$ cat src/inc/mid_pkg.sv
// Purpose: Shared constants and types for the instruction decoder
// Assumes: Opcode layout is local to this core; fetch presents byte 0 in bits 7:0
// Notes: Operation index lives in opcode bits 7:2

package mid_pkg;

	localparam int INSTR_W = 32;
	localparam int REG_SEL_W = 4;
	localparam int IMM_W = 16;
	localparam int LEN_W = 3;

	// Opcode byte fields
	localparam int OPC_LONG_BIT = 0;
	localparam int OPC_VAR_BIT = 1;
	localparam int OPC_OP_LSB = 2;
	localparam int OPC_OP_MSB = 7;
	localparam int OPC_OP_W = OPC_OP_MSB - OPC_OP_LSB + 1;

	// Operand fields
	localparam int REGB_LSB = 8;
	localparam int REGA_LSB = 12;
	localparam int SHORT_IMM_LSB = 8;
	localparam int SHORT_IMM_W = 8;
	localparam int LONG_IMM_LSB = 16;

	localparam logic [LEN_W-1:0] BYTES_SHORT = 3'h2;
	localparam logic [LEN_W-1:0] BYTES_LONG = 3'h4;
	localparam logic [1:0] STEP_ONE = 2'h1;
	localparam logic [1:0] STEP_TWO = 2'h2;

	// Reset sequence: 1024 half clock periods
	localparam int RST_SEQ_HALF_CLOCK_PERIODS = 1024;
	localparam int RST_SEQ_CYCLES = RST_SEQ_HALF_CLOCK_PERIODS / 2;
	localparam int RST_CNT_W = 10;
	localparam logic [RST_CNT_W-1:0] RST_CNT_LAST = RST_CNT_W'(RST_SEQ_CYCLES - 1);

	// Enum order is the opcode index
	typedef enum logic [OPC_OP_W-1:0] {
		OP_NULL, OP_ADD, OP_ADD_WITH_CARRY, OP_SUB, OP_SUBTRACT_WITH_CARRY,
		OP_MULTIPLY, OP_DIVIDE, OP_LONG_DIVIDE, OP_COMPLEMENT, OP_NEGATE,
		OP_AND, OP_OR, OP_XOR, OP_BIT_CLEAR, OP_BIT_SET, OP_BIT_MOVE,
		OP_BIT_AND, OP_BIT_OR, OP_BIT_XOR, OP_BIT_COMPARE, OP_MASKED_BYTE_FIELD,
		OP_COMPARE, OP_COMPARE_DECREMENT, OP_COMPARE_INCREMENT, OP_NORMALIZE_COUNT,
		OP_SHIFT_LEFT, OP_SHIFT_RIGHT, OP_ROTATE_LEFT, OP_ROTATE_RIGHT,
		OP_ARITH_SHIFT_RIGHT, OP_MOVE, OP_BYTE_SIGN_EXTEND_MOVE,
		OP_BYTE_ZERO_EXTEND_MOVE, OP_JUMP, OP_BRANCH_ON_BIT, OP_BRANCH_AND_CLEAR_BIT,
		OP_BRANCH_AND_SET_BIT, OP_CALL, OP_PUSH_AND_CALL, OP_TRAP, OP_PUSH, OP_POP,
		OP_CONTEXT_SWITCH, OP_RETURN, OP_INTER_SEGMENT_RETURN, OP_RETURN_AND_POP,
		OP_INTERRUPT_RETURN, OP_SOFTWARE_RESET, OP_IDLE, OP_POWER_DOWN,
		OP_WATCHDOG_SERVICE, OP_WATCHDOG_DISABLE, OP_END_OF_INIT, OP_ATOMIC,
		OP_EXTENDED_REGISTER, OP_EXTENDED_PAGE, OP_EXTENDED_SEGMENT
	} mid_op_t;

	localparam logic [OPC_OP_W-1:0] OP_LAST_CODE = OP_EXTENDED_SEGMENT;

	typedef enum logic [3:0] {
		ALU_NONE, ALU_ADD, ALU_SUB, ALU_AND, ALU_OR, ALU_XOR, ALU_CMP,
		ALU_COMPLEMENT, ALU_NEGATE, ALU_MOVE
	} mid_alu_t;

	typedef enum logic [1:0] {MD_NONE, MD_MUL, MD_DIV_LOW, MD_DIV_PAIR} mid_md_t;

	typedef enum logic [3:0] {
		BIT_NONE, BIT_CLEAR, BIT_SET, BIT_MOVE, BIT_AND, BIT_OR, BIT_XOR,
		BIT_COMPARE, BIT_FIELD_LOW, BIT_FIELD_HIGH
	} mid_bit_t;

	typedef enum logic [2:0] {SH_NONE, SH_LEFT, SH_RIGHT, SH_ROL, SH_ROR, SH_ARITH_SHIFT_RIGHT_OP} mid_sh_t;

	typedef enum logic [3:0] {
		BR_NONE, BR_JUMP, BR_IF_SET, BR_IF_CLEAR, BR_SET_THEN_CLEAR, BR_CLEAR_THEN_SET,
		BR_CALL, BR_TRAP, BR_RET, BR_RET_SEG, BR_RET_INT
	} mid_br_t;

	typedef enum logic [2:0] {PFX_NONE, PFX_ATOMIC, PFX_REG, PFX_PAGE, PFX_SEGMENT} mid_pfx_t;

	typedef struct packed {
		logic byte_op;
		logic use_carry;
		logic is_signed;
		mid_alu_t alu;
		mid_md_t muldiv;
		mid_bit_t bitop;
		mid_sh_t shift;
		logic step_en;
		logic step_dec;
		logic [1:0] step;
		logic ext_sign;
		logic ext_zero;
		mid_br_t branch;
		logic push;
		logic pop;
		logic normalize;
		mid_pfx_t prefix;
		logic prefix_reg;
	} mid_ctl_t;

endpackage

$ cat src/inc/mid_rst_if.sv
// Purpose: Link between decoder and reset sequencer
// Assumes: Single core clock
// Notes: start is a one-cycle pulse

`timescale 1ns/1ps

interface mid_rst_if;
	logic start;
	logic busy;

	modport ctl (output start, input busy);
	modport seq (input start, output busy);
endinterface

$ cat src/design/mid_reset_seq.sv
// Purpose: Internal reset sequence timer
// Assumes: start arrives as a one-cycle pulse
// Notes: busy stands for exactly RST_SEQ_CYCLES cycles

`timescale 1ns/1ps

module mid_reset_seq
	import mid_pkg::*;
(
	// Clock and reset
	input wire logic clk,
	input wire logic rst_b,
	// Control link
	mid_rst_if.seq link
);

	logic [RST_CNT_W-1:0] cnt;

	always_ff @(posedge clk or negedge rst_b) begin
		if (!rst_b) begin
			link.busy <= 1'b0;
			cnt <= '0;
		end else if (!link.busy && link.start) begin
			link.busy <= 1'b1;
			cnt <= '0;
		end else if (link.busy) begin
			cnt <= cnt + 1'b1;
			if (cnt == RST_CNT_LAST) begin
				link.busy <= 1'b0;
			end
		end
	end

endmodule // mid_reset_seq

$ cat src/design/mid_decoder.sv
// Purpose: Instruction decoder between fetch and the execution datapath
// Assumes: Fetch holds instr stable while fetch_valid is high without fetch_ready
// Notes: Decode result appears one cycle after the instruction is taken
// Contract
// (RULE1) Add and subtract, word or byte, with or without carry; 2 or 4 bytes.
// (RULE2) Two-byte multiply of two named registers, signed or unsigned, 16 by 16.
// (RULE3) Two-byte divide of low multiply/divide register by named register.
// (RULE4) Two-byte long divide of 32-bit multiply/divide pair by named register.
// (RULE5) Complement and negate on a named register, word or byte, 2 bytes.
// (RULE6) AND, OR, XOR in word and byte widths, 2 or 4 bytes.
// (RULE7) Bit clear/set are 2 bytes; bit move, optionally inverted, is 4 bytes.
// (RULE8) Four-byte bit AND/OR/XOR and bit compare between two direct bits.
// (RULE9) Four-byte masked update of high or low byte with immediate data.
// (RULE10) Compare with register, then decrement it by 1 or 2.
// (RULE11) Compare with register, then increment it by 1 or 2.
// (RULE12) Two-byte normalize count of one register written to another.
// (RULE13) Two-byte shifts and rotates on a word register; arithmetic keeps sign.
// (RULE14) Byte to word moves with sign or zero extension.
// (RULE15) Four-byte bit branches; variants clear or set the tested bit.
// (RULE16) Four-byte call that pushes a named register then calls absolute.
// (RULE17) Four-byte context switch: push register then load it with operand.
// (RULE18) Distinct 2-byte returns: intra, inter segment, interrupt, and with pop.
// (RULE19) Two-byte trap entering a service routine by immediate number.
// (RULE20) Four-byte system requests: reset, idle, power down, watchdog, end of init.
// (RULE21) Power down only decoded as such while the NMI input is low.
// (RULE22) Atomic and extended register/page/segment prefixes, 2 or 4 bytes.
// (RULE23) Null operation changes nothing but the instruction pointer.
// (RULE24) Software reset starts a 512-cycle sequence driving the reset input pin low.
// (RULE25) Instruction length comes from the first opcode byte.

`timescale 1ns/1ps

module mid_decoder
	import mid_pkg::*;
(
	// Clock and reset
	input wire logic clk,
	input wire logic rst_b,
	// Fetch side
	input wire logic fetch_valid,
	input wire logic [INSTR_W-1:0] fetch_instr,
	output logic fetch_ready,
	output logic [LEN_W-1:0] fetch_len_bytes,
	// Decode result
	output logic dec_valid,
	output mid_op_t dec_op,
	output logic [LEN_W-1:0] dec_len_bytes,
	output logic dec_illegal,
	output logic [REG_SEL_W-1:0] dec_reg_a,
	output logic [REG_SEL_W-1:0] dec_reg_b,
	output logic [IMM_W-1:0] dec_imm,
	output mid_ctl_t dec_ctl,
	// System requests
	output logic sw_reset_req,
	output logic idle_req,
	output logic power_down_op_req,
	output logic watchdog_service_req,
	output logic watchdog_disable_req,
	output logic reset_seq_active,
	// Pins
	input wire logic nmi_pin,
	output logic reset_output_pin,
	output logic reset_in_pin_out,
	output logic reset_in_pin_oe_b
);

	mid_rst_if rst_link ();

	logic nmi_meta;
	logic nmi_sync;
	logic take;
	logic [OPC_OP_W-1:0] op_field;
	logic in_range;
	logic var_bit;
	logic long_bit;
	mid_op_t next_op;
	mid_ctl_t next_ctl;
	logic next_long;
	logic [IMM_W-1:0] next_imm;

	function automatic logic is_long(mid_op_t op, logic long_form);
		unique case (op)
			OP_MULTIPLY, OP_DIVIDE, OP_LONG_DIVIDE, OP_COMPLEMENT, OP_NEGATE,
			OP_BIT_CLEAR, OP_BIT_SET, OP_NORMALIZE_COUNT, OP_SHIFT_LEFT,
			OP_SHIFT_RIGHT, OP_ROTATE_LEFT, OP_ROTATE_RIGHT, OP_ARITH_SHIFT_RIGHT,
			OP_TRAP, OP_PUSH, OP_POP, OP_RETURN, OP_INTER_SEGMENT_RETURN,
			OP_RETURN_AND_POP, OP_INTERRUPT_RETURN, OP_ATOMIC, OP_EXTENDED_REGISTER,
			OP_NULL:
				return 1'b0;
			OP_BIT_MOVE, OP_BIT_AND, OP_BIT_OR, OP_BIT_XOR, OP_BIT_COMPARE,
			OP_MASKED_BYTE_FIELD, OP_JUMP, OP_BRANCH_ON_BIT, OP_BRANCH_AND_CLEAR_BIT,
			OP_BRANCH_AND_SET_BIT, OP_CALL, OP_PUSH_AND_CALL, OP_CONTEXT_SWITCH,
			OP_SOFTWARE_RESET, OP_IDLE, OP_POWER_DOWN, OP_WATCHDOG_SERVICE,
			OP_WATCHDOG_DISABLE, OP_END_OF_INIT:
				return 1'b1;
			default:
				return long_form;
		endcase
	endfunction

	// NMI arrives from a pin
	always_ff @(posedge clk or negedge rst_b) begin
		if (!rst_b) begin
			nmi_meta <= 1'b0;
			nmi_sync <= 1'b0;
		end else begin
			nmi_meta <= nmi_pin;
			nmi_sync <= nmi_meta;
		end
	end

	// No new instruction while the core sits in its reset sequence
	assign fetch_ready = !rst_link.busy;
	assign take = fetch_valid && fetch_ready;

	assign op_field = fetch_instr[OPC_OP_MSB:OPC_OP_LSB];
	assign in_range = (op_field <= OP_LAST_CODE);
	assign var_bit = fetch_instr[OPC_VAR_BIT];
	assign long_bit = fetch_instr[OPC_LONG_BIT];
	// Unknown codes decode as a null op so the pipeline keeps moving
	assign next_op = in_range ? mid_op_t'(op_field) : OP_NULL;
	assign next_long = is_long(next_op, long_bit);
	assign fetch_len_bytes = next_long ? BYTES_LONG : BYTES_SHORT; // RULE25
	assign next_imm = next_long ? fetch_instr[LONG_IMM_LSB +: IMM_W]
		: {{(IMM_W-SHORT_IMM_W){1'b0}}, fetch_instr[SHORT_IMM_LSB +: SHORT_IMM_W]};

	always_comb begin
		next_ctl = '0; // RULE23
		unique case (next_op)
			OP_ADD, OP_ADD_WITH_CARRY: begin
				next_ctl.alu = ALU_ADD; // RULE1
				next_ctl.byte_op = var_bit;
				next_ctl.use_carry = (next_op == OP_ADD_WITH_CARRY);
			end
			OP_SUB, OP_SUBTRACT_WITH_CARRY: begin
				next_ctl.alu = ALU_SUB; // RULE1
				next_ctl.byte_op = var_bit;
				next_ctl.use_carry = (next_op == OP_SUBTRACT_WITH_CARRY);
			end
			OP_MULTIPLY: begin
				next_ctl.muldiv = MD_MUL; // RULE2
				next_ctl.is_signed = !var_bit;
			end
			OP_DIVIDE: begin
				next_ctl.muldiv = MD_DIV_LOW; // RULE3
				next_ctl.is_signed = !var_bit;
			end
			OP_LONG_DIVIDE: begin
				next_ctl.muldiv = MD_DIV_PAIR; // RULE4
				next_ctl.is_signed = !var_bit;
			end
			OP_COMPLEMENT: begin
				next_ctl.alu = ALU_COMPLEMENT; // RULE5
				next_ctl.byte_op = var_bit;
			end
			OP_NEGATE: begin
				next_ctl.alu = ALU_NEGATE; // RULE5
				next_ctl.byte_op = var_bit;
			end
			OP_AND: begin
				next_ctl.alu = ALU_AND; // RULE6
				next_ctl.byte_op = var_bit;
			end
			OP_OR: begin
				next_ctl.alu = ALU_OR; // RULE6
				next_ctl.byte_op = var_bit;
			end
			OP_XOR: begin
				next_ctl.alu = ALU_XOR; // RULE6
				next_ctl.byte_op = var_bit;
			end
			OP_COMPARE: begin
				next_ctl.alu = ALU_CMP;
				next_ctl.byte_op = var_bit;
			end
			OP_BIT_CLEAR: next_ctl.bitop = BIT_CLEAR; // RULE7
			OP_BIT_SET: next_ctl.bitop = BIT_SET; // RULE7
			OP_BIT_MOVE: begin
				// Variant bit selects the inverted copy
				next_ctl.bitop = BIT_MOVE; // RULE7
				next_ctl.use_carry = 1'b0;
				next_ctl.is_signed = var_bit;
			end
			OP_BIT_AND: next_ctl.bitop = BIT_AND; // RULE8
			OP_BIT_OR: next_ctl.bitop = BIT_OR; // RULE8
			OP_BIT_XOR: next_ctl.bitop = BIT_XOR; // RULE8
			OP_BIT_COMPARE: next_ctl.bitop = BIT_COMPARE; // RULE8
			OP_MASKED_BYTE_FIELD: begin
				next_ctl.bitop = var_bit ? BIT_FIELD_HIGH : BIT_FIELD_LOW; // RULE9
			end
			OP_COMPARE_DECREMENT: begin
				next_ctl.alu = ALU_CMP; // RULE10
				next_ctl.step_en = 1'b1;
				next_ctl.step_dec = 1'b1;
				next_ctl.step = var_bit ? STEP_TWO : STEP_ONE;
			end
			OP_COMPARE_INCREMENT: begin
				next_ctl.alu = ALU_CMP; // RULE11
				next_ctl.step_en = 1'b1;
				next_ctl.step_dec = 1'b0;
				next_ctl.step = var_bit ? STEP_TWO : STEP_ONE;
			end
			OP_NORMALIZE_COUNT: next_ctl.normalize = 1'b1; // RULE12
			OP_SHIFT_LEFT: next_ctl.shift = SH_LEFT; // RULE13
			OP_SHIFT_RIGHT: next_ctl.shift = SH_RIGHT; // RULE13
			OP_ROTATE_LEFT: next_ctl.shift = SH_ROL; // RULE13
			OP_ROTATE_RIGHT: next_ctl.shift = SH_ROR; // RULE13
			OP_ARITH_SHIFT_RIGHT: begin
				next_ctl.shift = SH_ARITH_SHIFT_RIGHT_OP; // RULE13
				next_ctl.is_signed = 1'b1;
			end
			OP_MOVE: begin
				next_ctl.alu = ALU_MOVE;
				next_ctl.byte_op = var_bit;
			end
			OP_BYTE_SIGN_EXTEND_MOVE: begin
				next_ctl.alu = ALU_MOVE; // RULE14
				next_ctl.ext_sign = 1'b1;
			end
			OP_BYTE_ZERO_EXTEND_MOVE: begin
				next_ctl.alu = ALU_MOVE; // RULE14
				next_ctl.ext_zero = 1'b1;
			end
			OP_JUMP: next_ctl.branch = BR_JUMP;
			OP_BRANCH_ON_BIT: begin
				next_ctl.branch = var_bit ? BR_IF_CLEAR : BR_IF_SET; // RULE15
			end
			OP_BRANCH_AND_CLEAR_BIT: next_ctl.branch = BR_SET_THEN_CLEAR; // RULE15
			OP_BRANCH_AND_SET_BIT: next_ctl.branch = BR_CLEAR_THEN_SET; // RULE15
			OP_CALL: next_ctl.branch = BR_CALL;
			OP_PUSH_AND_CALL: begin
				next_ctl.push = 1'b1; // RULE16
				next_ctl.branch = BR_CALL;
			end
			OP_TRAP: next_ctl.branch = BR_TRAP; // RULE19
			OP_PUSH: next_ctl.push = 1'b1;
			OP_POP: next_ctl.pop = 1'b1;
			OP_CONTEXT_SWITCH: begin
				next_ctl.push = 1'b1; // RULE17
				next_ctl.alu = ALU_MOVE;
			end
			OP_RETURN: next_ctl.branch = BR_RET; // RULE18
			OP_INTER_SEGMENT_RETURN: next_ctl.branch = BR_RET_SEG; // RULE18
			OP_RETURN_AND_POP: begin
				next_ctl.branch = BR_RET; // RULE18
				next_ctl.pop = 1'b1;
			end
			OP_INTERRUPT_RETURN: next_ctl.branch = BR_RET_INT; // RULE18
			OP_ATOMIC: next_ctl.prefix = PFX_ATOMIC; // RULE22
			OP_EXTENDED_REGISTER: next_ctl.prefix = PFX_REG; // RULE22
			OP_EXTENDED_PAGE: begin
				next_ctl.prefix = PFX_PAGE; // RULE22
				next_ctl.prefix_reg = var_bit;
			end
			OP_EXTENDED_SEGMENT: begin
				next_ctl.prefix = PFX_SEGMENT; // RULE22
				next_ctl.prefix_reg = var_bit;
			end
			// Null op and system ops leave the control word clear
			OP_NULL, OP_SOFTWARE_RESET, OP_IDLE, OP_POWER_DOWN, OP_WATCHDOG_SERVICE,
			OP_WATCHDOG_DISABLE, OP_END_OF_INIT: next_ctl = '0;
			default: next_ctl = '0;
		endcase
	end

	// Decode result
	always_ff @(posedge clk or negedge rst_b) begin
		if (!rst_b) begin
			dec_valid <= 1'b0;
		end else begin
			dec_valid <= take;
		end
	end

	always_ff @(posedge clk or negedge rst_b) begin
		if (!rst_b) begin
			dec_op <= OP_NULL;
			dec_len_bytes <= BYTES_SHORT;
			dec_illegal <= 1'b0;
			dec_reg_a <= '0;
			dec_reg_b <= '0;
			dec_imm <= '0;
			dec_ctl <= '0;
		end else if (take) begin
			dec_op <= next_op;
			dec_len_bytes <= fetch_len_bytes;
			dec_illegal <= !in_range;
			dec_reg_a <= fetch_instr[REGA_LSB +: REG_SEL_W]; // RULE2
			dec_reg_b <= fetch_instr[REGB_LSB +: REG_SEL_W];
			dec_imm <= next_imm; // RULE19
			dec_ctl <= next_ctl;
		end
	end

	// System-control pulses
	always_ff @(posedge clk or negedge rst_b) begin
		if (!rst_b) begin
			sw_reset_req <= 1'b0;
			idle_req <= 1'b0;
			power_down_op_req <= 1'b0;
			watchdog_service_req <= 1'b0;
			watchdog_disable_req <= 1'b0;
		end else begin
			sw_reset_req <= take && (next_op == OP_SOFTWARE_RESET); // RULE20
			idle_req <= take && (next_op == OP_IDLE); // RULE20
			// With NMI high execution simply continues
			power_down_op_req <= take && (next_op == OP_POWER_DOWN) && !nmi_sync; // RULE21
			watchdog_service_req <= take && (next_op == OP_WATCHDOG_SERVICE); // RULE20
			watchdog_disable_req <= take && (next_op == OP_WATCHDOG_DISABLE); // RULE20
		end
	end

	// End of init stays signalled until the next reset sequence
	always_ff @(posedge clk or negedge rst_b) begin
		if (!rst_b) begin
			reset_output_pin <= 1'b0;
		end else if (rst_link.busy) begin
			reset_output_pin <= 1'b0;
		end else if (take && (next_op == OP_END_OF_INIT)) begin
			reset_output_pin <= 1'b1; // RULE20
		end
	end

	assign rst_link.start = sw_reset_req; // RULE24

	mid_reset_seq u_reset_seq (
		.clk(clk),
		.rst_b(rst_b),
		.link(rst_link.seq)
	);

	// Pin pulled low, open-drain style, for the whole sequence
	assign reset_in_pin_out = 1'b0; // RULE24
	assign reset_in_pin_oe_b = !rst_link.busy; // RULE24
	assign reset_seq_active = rst_link.busy;

endmodule // mid_decoder

$ cat config.mk
export PLATFORM = sky130hd
export DESIGN_NAME = mid_decoder
export DESIGN_NICKNAME = d
export VERILOG_FILES = /design/src/inc/mid_pkg.sv /design/src/inc/mid_rst_if.sv /design/src/design/mid_reset_seq.sv /design/src/design/mid_decoder.sv
export SDC_FILE = /design/constraint.sdc
export NUM_CORES = 1
export LEC_CHECK = 0
export CAP_MARGIN = 40
export CORE_ASPECT_RATIO = 2
export CORE_MARGIN = 2
export CORE_UTILIZATION = 52
export DETAILED_ROUTE_END_ITERATION = 7
export DONT_BUFFER_PORTS = 1
export GPL_TIMING_DRIVEN = 0
export HOLD_SLACK_MARGIN = 0.05
export PLACE_DENSITY = 0.67
export SLEW_MARGIN = 20
export SYNTH_ARGS = -nofsm -noshare
export SYNTH_HDL_FRONTEND = slang
export SYNTH_HIERARCHICAL = 1
export SYNTH_SLANG_ARGS = --single-unit
$ cat constraint.sdc
create_clock -name clk -period 2.95 [get_ports clk]
set_input_delay 0 -clock clk [delete_from_list [all_inputs] [get_ports clk]]
set_output_delay 0 -clock clk [all_outputs]
set_load 0.005 [all_outputs]
==> flow_metrics.py, run 1 <==
metrics = {
    "logic_synthesis": {
        "synth.yosys.seq_area_share_pct": 49.6,
        "post_synth_fa_ha_maj_area_fraction_pct": 0.288,
        "yosysWarnings": 6,
        "synth-edff-count": 0,
        "synth.area.top_cells": "dfrtp_1 (49%), nand2_1 (8.0%), o21ai_0 (3.8%), nor2_1 (3.6%), nor3_1 (2.8%)",
        "synth_flop_cell": "dfrtp_1",
        "synth_mux_area_share_pct": 0.952,
        "syn_inst": 484,
        "synthArstFlopShare_pct": 100,
        "synth_top_family_by_area": "simple AND/OR/NAND/NOR gates",
        "synth_compound_area_share_pct": 19.2,
        "synth_xor_area_share_pct": 0.807,
        "yosysTopAreaCell": "dfrtp_1",
        "synth_area_um2": 4340,
        "synth.avg_cell_area_um2": 8.97,
        "synth-seq-cells": 86,
        "synth_top_area_share_pct": 49.0,
        "synth-simple-area-share_pct": 23.6,
        "synth_cell_type_count": 58,
    },
    "worst_hold_path": {
        "hold_class": "in2reg",
        "holdPathStages": 3,
    },
    "sta": {
        "period_share_pct": 82.0,
        "tightest_slew_ps": 768,
        "fmax_mhz": 413,
        "grt_setup_unrepaired": "false",
        "fin_setup_tns_ps": 0,
        "drv_slew": 0,
        "finClkSkew_ps": 6.12,
        "holdWs_ps": 70.1,
        "finalSetupViolations": 0,
        "finalCriticalPeriod_ps": 2420,
        "slew_headroom_pct": 48.8,
        "hold_viol": 0,
    },
    "route": {
        "drt_pass1_iterations": 7,
        "via_per_inst": 6.23,
        "drtIter0Drc": 392,
        "antenna_left": 0,
        "drt_wl_total_mm": 13.8,
        "wl_per_cell_um": 21.9,
        "drc": 0,
        "vias": 3938,
    },
    "global_routing": {
        "grt-ovfl-total": 0,
        "grt_first_pass_wirelength_mm": 21.2,
        "track_usage_pct": 31.5,
        "grt_pass1_vias": 3983,
        "antenna_found_initial": 0,
        "grt_max_degree": 87,
    },
    "die": {
        "core_um2": 8170,
        "num_rows": 47,
        "die-area_um2": 9140,
        "io_pins": 117,
        "start_util_pct": 53.1,
        "die_x_um": 68.6,
        "die-height_um": 133,
    },
    "setup_path": {
        "crit_chain": "inv_1 > nand2_1 > clkbuf_1 > clkbuf_1 > buf_1 > nand2_1 > nand2_1",
        "crit_slowest_cell": "buf_1",
        "cp-end-kind": "flip-flop",
        "worstSetupPathType": "reg2reg",
        "start_kind": "flip-flop",
        "crit_top_cell": "nand2_1",
        "arrival_ps": 2700,
        "crit_fanout": 10,
        "rr_worst_depth": 7,
        "required_ps": 3230,
        "critPathMaxStageDelay_ps": 530,
    },
    "finish": {
        "stdcell_count": 632,
        "fin_nets": 566,
        "diodes": 0,
        "final_area_um2": 5090,
        "area_growth_pct": 17.3,
        "drive_gt1_share_pct": 8.05,
        "postLayoutCoreUtil_pct": 62.3,
    },
    "cts": {
        "h-tree-depth": 3,
        "cts_tree": "yes",
        "clkLatencyLatePin_ps": 330,
        "root_buffer": "clkbuf_16",
        "clk_path_buf_depth": 2,
        "cts_sinks": 86,
        "clk_pin_slew_ps": 70,
        "numCtsBuffers": 9,
    },
    "run": {
        "maxCapViolations": 0,
    },
    "power_and_ir_drop": {
        "leakage_nw": 2.27,
        "ir_worst_vdd_v": 0.000314,
        "power_density_nw_per_um2": 595,
    },
    "placement": {
        "placement.io_buffers": 0,
        "place_inst": 584,
        "detailed_place_hpwl_mm": 9.93,
        "place_area_um2": 4470,
        "gp_congestion": 0.969,
    },
    "outcome": {
        "status": "completed",
    },
}
worst max-delay path, delay by kind of cell, from the launching register on:
family | cells | cell delay (ps)
buffers and inverters | 4 | 1610
flip-flops | 1 | 430
AND/OR/NAND/NOR | 3 | 320
cells by family (layout without fill, tap and decap cells):
family                     count (synthesis)  in the layout
and+or+nand+nor                          219            219
AOI/OAI and AO/OA                        120            120
adders and majority gates                  1              1
buffers and inverters                     49             97
other                                      1              3
DFF                                       86             86
muxes                                      4              4
xor gates and xnor gates                   4              4
what timing repair did:
item | 4_1_cts | 5_1_grt
buffers inserted | 0 | 0
endpoints found under the setup margin | 0 | 0
hold buffers | 32 | 0
endpoints found under the hold margin | 121 | 0
resized for setup | 0 | 0
cells in the final DEF, fill, tap and decap left out, types with 6 or more instances in the layout:
cell type and count:
o21bai_1 8, buf_2 9, nand2b_1 10, clkbuf_1 17, a21oi_1 11, buf_4 7
o31ai_1 8, inv_1 6, dfrtp_1 85, nor2_1 42, a22o_1 11, nand2_1 93
clkbuf_16 9, dlygate4sd3_1 31, nor3_1 24, nand3_1 18, buf_1 7, o21a_1 8
o211ai_1 12, o21ai_0 33
power breakdown:
part | switching [mW] | internal (mW)
Clock | 0.481 | 0.596
Combinational | 0.338 | 0.196
Sequential | 0.122 | 1.30
Total | 0.941 | 2.09
cell type report:
type                    count  area [µm²]
plain buffers              42         210
clock buffers              10         239
clock inverters             6        45.0
fillers                   712        3080
inverters                   7        26.3
multi-input cells         351        1960
flip-flops and latches     86        2150
well taps                  98         123
repair buffers             32         338
worst paths after layout:
kind	from	to	slack [ps]
max in group asynchronous	rst_b	dec_len_bytes[1]$_DFFE_PN1P_	2360
min	fetch_instr[19]	dec_imm[3]$_DFFE_PN0P_	70
max reg2reg	u_reset_seq/link.busy$_DFF_PN0_	dec_op[0]$_DFFE_PN0P_	530
max	u_reset_seq/link.busy$_DFF_PN0_	dec_op[0]$_DFFE_PN0P_	530
min reg2reg	nmi_meta$_DFF_PN0_	nmi_sync$_DFF_PN0_	360
min in group asynchronous	rst_b	dec_valid$_DFF_PN0_	230
through the flow:
step	worst slack (ps)	power [mW]
2_1_floorplan	1280	1.75
3_3_place_gp	609	1.88
3_5_place_dp	589	1.90
4_1_cts	556	3.04
5_1_grt	378	3.16
6_report	530	3.03
cell usage after synthesis, types with 6 or more instances:
cell and instances:
buf_4 7, o21bai_1 8, nor2_1 42, o21a_1 8, o211ai_1 12, buf_2 9, nand2b_1 10, a21oi_1 11
dfrtp_1 85, nand2_1 93, inv_1 6, o31ai_1 8, nor3_1 24, o21ai_0 33, clkbuf_1 17, nand3_1 18
a22o_1 11, buf_1 7
routing by layer:
layer  global-route usage (%)  wire length [µm]  up-vias
met5                        0                 0        -
met4                     21.1               983        0
met3                     6.42               792       64
met2                     52.8              7340      184
met1                     33.9              4710     1898
li1                         -                 -     1792
flip-flops by register name, summed over array words and instances (netlist names), 2 cells and up:
register / cells
dec_reg_a: 4
dec_len_bytes: 2
dec_op: 6
dec_imm: 16
dec_reg_b: 4
dec_ctl: 33
u_reset_seq/cnt: 10
Power figures use the tool's default switching activity.
==> run 2: changes to the inputs <==
- ABC_AREA: default -> 1
- clock period: 2.95 -> 2.51 ns (I/O delays scaled with it)
==> run 2 against run 1 <==
Net effect: sequential share of layout area down 0.94 points; critical path depth increased by 6; global-route usage down 4.1 points; final area is 2.3% higher; die area grew 1.8%; total power grew 20%; area after synthesis grew 1.8%; critical path type is now in2out; largest power group unchanged.
==> flow_metrics.py, run 2 <==
metrics = {
    "outcome": {
        "status": "completed",
    },
    "logic_synthesis": {
        "synth.most_common_cell": "nand2_1",
        "synth.avg_cell_area_um2": 8.15,
        "synth-seq-cells": 86,
        "synth.yosys.seq_area_share_pct": 48.7,
        "yosysWarnings": 6,
        "synthArstFlopShare_pct": 100,
        "syn_inst": 542,
        "yosysTopAreaCell": "dfrtp_1",
        "synth_area_um2": 4420,
        "synth_cell_type_count": 45,
        "synth_flop_cell": "dfrtp_1",
        "synth_common_cells": "nand2_1 (169), dfrtp_1 (85), inv_1 (42), o21ai_0 (41), nor2_1 (39)",
        "synth-edff-count": 0,
        "synth.area.top_cells": "dfrtp_1 (48%), nand2_1 (14%), o21ai_0 (4.6%), nand3_1 (4.2%), nand3_2 (3.6%)",
        "synth_top_area_share_pct": 48.1,
    },
    "route": {
        "wl_per_cell_um": 18.1,
        "drt_wl_total_mm": 12.5,
        "wl_met2_mm": 6.95,
        "drt_pass1_iterations": 4,
        "met3_length_um": 641,
        "drc": 0,
        "vias": 3839,
        "via_per_inst": 5.55,
        "highest_layer": "met4",
        "antenna_left": 0,
        "route.layer.met1.wl_mm": 4.50,
        "drtIter0Drc": 255,
    },
    "power_and_ir_drop": {
        "leakage_nw": 2.67,
        "power_density_nw_per_um2": 696,
        "ir_worst_vdd_v": 0.000592,
    },
    "placement": {
        "detailed_place_hpwl_mm": 9.23,
        "gp_congestion": 0.941,
        "placement.io_buffers": 0,
    },
    "run": {
        "maxCapViolations": 0,
    },
    "sta": {
        "grt_setup_unrepaired": "false",
        "period_share_pct": 95.5,
        "slew_headroom_pct": 64.1,
        "finalCriticalPeriod_ps": 2400,
        "finalSetupViolations": 0,
        "drv_slew": 0,
        "finClkSkew_ps": 7.03,
        "hold_viol": 0,
        "holdWs_ps": 68.4,
        "tightest_slew_ps": 538,
        "fin_setup_tns_ps": 0,
        "fmax_mhz": 417,
    },
    "die": {
        "die-area_um2": 9300,
        "die_x_um": 69.2,
        "start_util_pct": 53.3,
        "num_rows": 47,
        "die-height_um": 134,
        "io_pins": 117,
        "core_um2": 8290,
    },
    "setup_path": {
        "rr_worst_depth": 6,
        "crit-reg2reg-launch": "u_reset_seq/link.busy$_DFF_PN0_",
        "crit_end": "fetch_len_bytes[2]",
        "crit_top_cell": "nor2_1",
        "cp_top_family": "simple AND/OR/NAND/NOR gates",
        "rrSetupSlack_ps": 240,
        "crit_fanout": 10,
        "critPathMaxStageDelay_ps": 560,
        "crit_buf_inv": 5,
        "startpoint": "fetch_instr[5]",
        "crit_slowest_cell": "dlygate4sd3_1",
        "rr_endpoint": "dec_imm[8]$_DFFE_PN0P_",
        "worstSetupPathType": "in2out",
        "cp-end-kind": "primary output",
        "cp_num_cells": 13,
        "arrival_ps": 2400,
        "required_ps": 2510,
        "start_kind": "input port",
        "crit_chain": "dlygate4sd3_1 > buf_6 > inv_2 > nand4_1 > nor2_1 > nor2_1 > nand2_1 > nor3_2 > nand2_2 > nor2_8 > nand2_4 > buf_12 > buf_4",
    },
    "finish": {
        "regMostFlops": "dec_ctl",
        "area_growth_pct": 17.8,
        "n_fill_cell": 697,
        "diodes": 0,
        "final_common_cell": "nand2_1",
        "layout_common_cells": "nand2_1 (169), dfrtp_1 (85), inv_1 (42)",
        "fin_nets": 626,
        "reg_top3": "dec_ctl (33), dec_imm (16), u_reset_seq/cnt (10)",
        "drive_gt1_share_pct": 14.6,
        "largest_register_ffs": 33,
    },
    "global_routing": {
        "antenna_found_initial": 0,
        "grt_first_pass_wirelength_mm": 19.7,
        "grt_max_degree": 87,
        "track_usage_pct": 27.4,
        "grt-ovfl-total": 0,
        "grt_pass1_vias": 3705,
    },
    "cts": {
        "hold_buffers": 34,
        "clk_pin_slew_ps": 60,
        "h-tree-depth": 3,
        "clk_path_buf_depth": 2,
        "numCtsBuffers": 9,
        "clkLatencyLatePin_ps": 330,
        "root_buffer": "clkbuf_16",
        "cts_sinks": 86,
        "cts_setup_buffers": 0,
        "cts.repair.resized": 0,
        "cts_tree": "yes",
    },
    "worst_hold_path": {
        "hold_class": "in2reg",
    },
}
==> run 2: cell types whose count changed in the layout (fill, tap and decap cells not counted), sizes merged, moves of 10 or more <==
cell / change
a22o: -10
inv: +46
nand2: +86
nand2b: -10
nand3: +36
nor3: -21
o211ai: -10
o21ai: +13
==> run 2: worst min path at each step <==
stage / cells past startpoint / to / slack [ps] / from
2_1_floorplan: 0 / dec_ctl[0]$_DFFE_PN0P_ / -300 / rst_b
3_3_place_gp: 0 / dec_ctl[17]$_DFFE_PN0P_ / -290 / rst_b
3_5_place_dp: 0 / dec_ctl[17]$_DFFE_PN0P_ / -290 / rst_b
4_1_cts: 4 / dec_ctl[3]$_DFFE_PN0P_ / 50 / fetch_instr[7]
5_1_grt: 4 / dec_ctl[3]$_DFFE_PN0P_ / 70 / fetch_instr[7]
6_report: 4 / dec_ctl[3]$_DFFE_PN0P_ / 70 / fetch_instr[7]
==> run 2: area by class of cell <==
class,instances,area [µm²],area share (%)
Buffer,27,173,3.32
Tap cell,98,123,2.36
Clock inverter,6,70.1,1.35
Timing Repair Buffer,34,358,6.87
Clock buffer,10,229,4.40
Sequential cell,86,2150,41.4
Multi-Input combinational cell,378,1900,36.5
Inverter,53,201,3.87
==> run 2: through the flow <==
step	area, µm²	setup slack, ps	std cells	utilization [%]	power [mW]
CTS	5210	108	692	62.8	3.65
detailed placement	4550	328	642	54.9	2.25
global route	5210	6.02	692	62.8	3.79
floorplan	4430	935	544	-	2.09
global placement	4550	295	642	54.9	2.23
finish	5210	113	692	62.8	3.62
==> run 2: per-layer routing <==
| layer | track usage [%] | vias up |
|---|---|---|
| li1 | - | 1844 |
| met1 | 29.6 | 1827 |
| met2 | 50.1 | 142 |
| met3 | 5.03 | 26 |
| met4 | 13.9 | 0 |
| met5 | 0 | - |
==> run 2: worst reg2reg max path, cell delays in order, from the launching register on <==
cell      delay [ps]
dfrtp_1          560
inv_1            190
nand2_1          380
clkbuf_1         410
clkbuf_1         440
nand2_1          130
nand2_1          110
==> run 2: power breakdown <==
part	switching [mW]	internal (mW)	leakage (nW)
sequential	0.151	1.54	1.12
combinational	0.387	0.224	1.42
clock	0.544	0.776	0.135
==> run 2: logic make-up (layout without fill, tap and decap cells) <==
| logic type | count (synthesis) | count (layout) | synth area share, % |
|---|---|---|---|
| simple gates | 298 | 298 | 32.2 |
| flops | 86 | 86 | 48.7 |
| buf+inv | 80 | 130 | 8.47 |
| compound gates | 76 | 76 | 10.3 |
| fa+ha+maj | 1 | 1 | 0.283 |
| other cells | 1 | 3 | 0.0849 |
==> run 3: changes to the inputs <==
- CORE_UTILIZATION: 52 -> 30
- PLACE_DENSITY: 0.67 -> default
- SYNTH_HIERARCHICAL: 1 -> default
==> run 3 against run 2 <==
Net effect: area after synthesis is 4.1% lower; sequential cell count stayed put; sequential power is 30% higher; final cell count is 10% higher; die area is 63% higher; global-route usage is 8.7 points lower; final area is 1.9% lower; critical path depth stayed put; critical endpoint unchanged; largest power group unchanged; non-clock buffer count is 6 lower; count of clock-buffer cells in the layout is 1 higher.
==> flow_metrics.py, run 3 <==
metrics = {
    "outcome": {
        "status": "completed",
    },
    "power_and_ir_drop": {
        "clkPwrFrac_pct": 30.1,
        "ir_worst_vdd_v": 0.000304,
        "netSwitchingPower_mw": 1.43,
        "p_int_mw": 2.93,
        "leakage_nw": 2.51,
        "switching_share_pct": 32.9,
        "power_density_nw_per_um2": 855,
        "combinationalPowerShare_pct": 19.7,
        "seqPwrFrac_pct": 50.3,
    },
    "finish": {
        "final_area_um2": 5100,
        "area_growth_pct": 20.5,
        "reg_top3": "dec_ctl (33), dec_imm (16), u_reset_seq.cnt (10)",
        "final_common_cell": "nand2_1",
        "drive_gt1_share_pct": 12.2,
        "largest_register_ffs": 33,
        "layout_common_cells": "nand2_1 (170), dfrtp_1 (85), o21ai_0 (46)",
        "stdcell_count": 762,
        "regMostFlops": "dec_ctl",
        "diodes": 0,
        "fin_nets": 605,
    },
    "setup_path": {
        "arrival_ps": 2360,
        "crit_fanout": 10,
        "rr_worst_depth": 6,
        "rr_endpoint": "dec_ctl[14]$_DFFE_PN0P_",
        "crit-reg2reg-launch": "u_reset_seq.link.busy$_DFF_PN0_",
        "rrSetupSlack_ps": 240,
        "cp-end-kind": "primary output",
        "start_kind": "input port",
        "required_ps": 2510,
        "worstSetupPathType": "in2out",
    },
    "global_routing": {
        "grt-ovfl-total": 0,
        "antenna_found_initial": 0,
        "track_usage_pct": 18.7,
        "grt_first_pass_wirelength_mm": 20.9,
        "grt_max_degree": 87,
        "grt_pass1_vias": 3854,
    },
    "logic_synthesis": {
        "syn_inst": 524,
        "synth_top_area_share_pct": 50.2,
        "synth_flop_cell": "dfrtp_1",
        "synth_area_um2": 4240,
        "synth-edff-count": 0,
        "synth_common_cells": "nand2_1 (170), dfrtp_1 (85), o21ai_0 (46), inv_1 (39), nor2_1 (36)",
        "yosysTopAreaCell": "dfrtp_1",
        "synth.yosys.seq_area_share_pct": 50.8,
        "synth.area.top_cells": "dfrtp_1 (50%), nand2_1 (15%), o21ai_0 (5.4%), inv_1 (3.5%), nand3_1 (3.3%)",
        "synth.avg_cell_area_um2": 8.09,
        "synthArstFlopShare_pct": 100,
        "synth-seq-cells": 86,
        "synth.most_common_cell": "nand2_1",
        "yosysWarnings": 0,
        "synth_cell_type_count": 44,
    },
    "route": {
        "antenna_left": 0,
        "drc": 0,
        "drt_pass1_iterations": 4,
        "drt_wl_total_mm": 13.9,
        "wl_per_cell_um": 18.3,
        "vias": 3739,
        "via_per_inst": 4.91,
        "drtIter0Drc": 208,
    },
    "placement": {
        "place_area_um2": 4480,
        "place_inst": 715,
        "detailed_place_hpwl_mm": 10.6,
        "dp_slack_ps": 23.8,
        "placement.io_buffers": 0,
        "gp_congestion": 0.909,
    },
    "cts": {
        "cts_sinks": 86,
        "root_buffer": "clkbuf_16",
        "clk_pin_slew_ps": 60,
        "cts_tree": "yes",
        "numCtsBuffers": 9,
        "h-tree-depth": 3,
        "cts_setup_buffers": 0,
        "clkLatencyLatePin_ps": 340,
        "clk_path_buf_depth": 2,
    },
    "worst_hold_path": {
        "hold_class": "in2reg",
        "holdPathEnd": "dec_op[4]$_DFFE_PN0P_",
        "holdPathStages": 3,
        "hp-start": "fetch_instr[6]",
    },
    "sta": {
        "fin_setup_tns_ps": 0,
        "period_share_pct": 94.0,
        "tightest_slew_ps": 757,
        "finClkSkew_ps": 7.39,
        "finalSetupViolations": 0,
        "hold_viol": 0,
        "finalCriticalPeriod_ps": 2360,
        "holdWs_ps": 58.5,
        "grt_setup_unrepaired": "false",
        "fmax_mhz": 424,
        "worst_slack_ps": 151,
        "slew_headroom_pct": 49.3,
        "drv_slew": 0,
    },
    "die": {
        "io_pins": 117,
        "die-height_um": 172,
        "die_x_um": 88.0,
        "core_um2": 13900,
        "start_util_pct": 30.5,
        "die-area_um2": 15100,
        "num_rows": 61,
    },
    "run": {
        "maxCapViolations": 0,
    },
}
[run 3: cell type report]
type                            instances  area, µm²
Multi-Input combinational cell        364       1740
Tap cell                              189        236
Clock buffer                           11        233
Sequential cell                        86       2150
Buffer                                 24        155
Inverter                               52        201
Clock inverter                          5       60.1
Fill cell                            1487       8790
Timing Repair Buffer                   31        328
[run 3: timing repair]
item	CTS	global route
endpoints found under the setup margin	1	20
pin swaps	0	0
hold endpoints to repair	126	0
hold buffers	31	0
gates resized for setup	1	2
[run 3: worst max path at each step]
| stage | from | end | slack, ps | cells past startpoint |
|---|---|---|---|---|
| after floorplan | u_reset_seq.link.busy$_DFF_PN0_ | dec_ctl[16]$_DFFE_PN0P_ | 890 | 6 |
| after global placement | u_reset_seq.link.busy$_DFF_PN0_ | dec_ctl[13]$_DFFE_PN0P_ | 100 | 6 |
| after detailed placement | u_reset_seq.link.busy$_DFF_PN0_ | dec_ctl[14]$_DFFE_PN0P_ | 20 | 6 |
| after CTS | u_reset_seq.link.busy$_DFF_PN0_ | dec_imm[7]$_DFFE_PN0P_ | 50 | 6 |
| after global routing | u_reset_seq.link.busy$_DFF_PN0_ | dec_ctl[14]$_DFFE_PN0P_ | 20 | 6 |
| final | fetch_instr[7] | fetch_len_bytes[2] | 150 | 13 |
[run 3: per-layer routing]
| layer | share of wire (%) | wire length [µm] | global-route usage (%) |
|---|---|---|---|
| met4 | 6.5 | 908 | 13.4 |
| met2 | 55 | 7710 | 34.2 |
| met5 | 0 | 0 | 0 |
| met3 | 5.3 | 738 | 3.63 |
| met1 | 33 | 4560 | 18.0 |
[run 3: power groups by stage]
| stage | Combinational, mW | Sequential (mW) | Clock [mW] |
|---|---|---|---|
| 2_1_floorplan | 0.622 | 2.09 | 0 |
| 3_3_place_gp | 0.760 | 2.21 | 0 |
| 3_5_place_dp | 0.793 | 2.23 | 0 |
| 4_1_cts | 0.874 | 2.20 | 1.35 |
| 5_1_grt | 0.994 | 2.25 | 1.41 |
| 6_report | 0.859 | 2.19 | 1.31 |
[run 3: kinds of logic after synthesis]
logic type,Yosys count,share of synthesized area [%]
DFF,86,50.8
adders and majority gates,1,0.295
muxes,1,0.236
and+or+nand+nor,287,30.5
other,1,0.0885
buffers and inverters,76,8.36
AOI/OAI and AO/OA,72,9.71
[run 3: critical path, stage by stage]
cell and delay, ps:
dlygate4sd3_1 540, buf_6 150, nand2_1 150, nor2_2 70
nand2_4 150, nand3_2 130, nor2_1 410, a21boi_1 130
nand3b_1 160, nor2_4 80, nand2_4 90, buf_8 150
buf_4 120
[run 3: per-stage QoR]
| step | utilization (%) | total power, mW |
|---|---|---|
| 3_5_place_dp | 32.3 | 3.02 |
| 3_3_place_gp | 32.3 | 2.97 |
| 2_1_floorplan | - | 2.71 |
| 6_report | 36.8 | 4.37 |
| 4_1_cts | 36.7 | 4.43 |
| 5_1_grt | 36.8 | 4.66 |
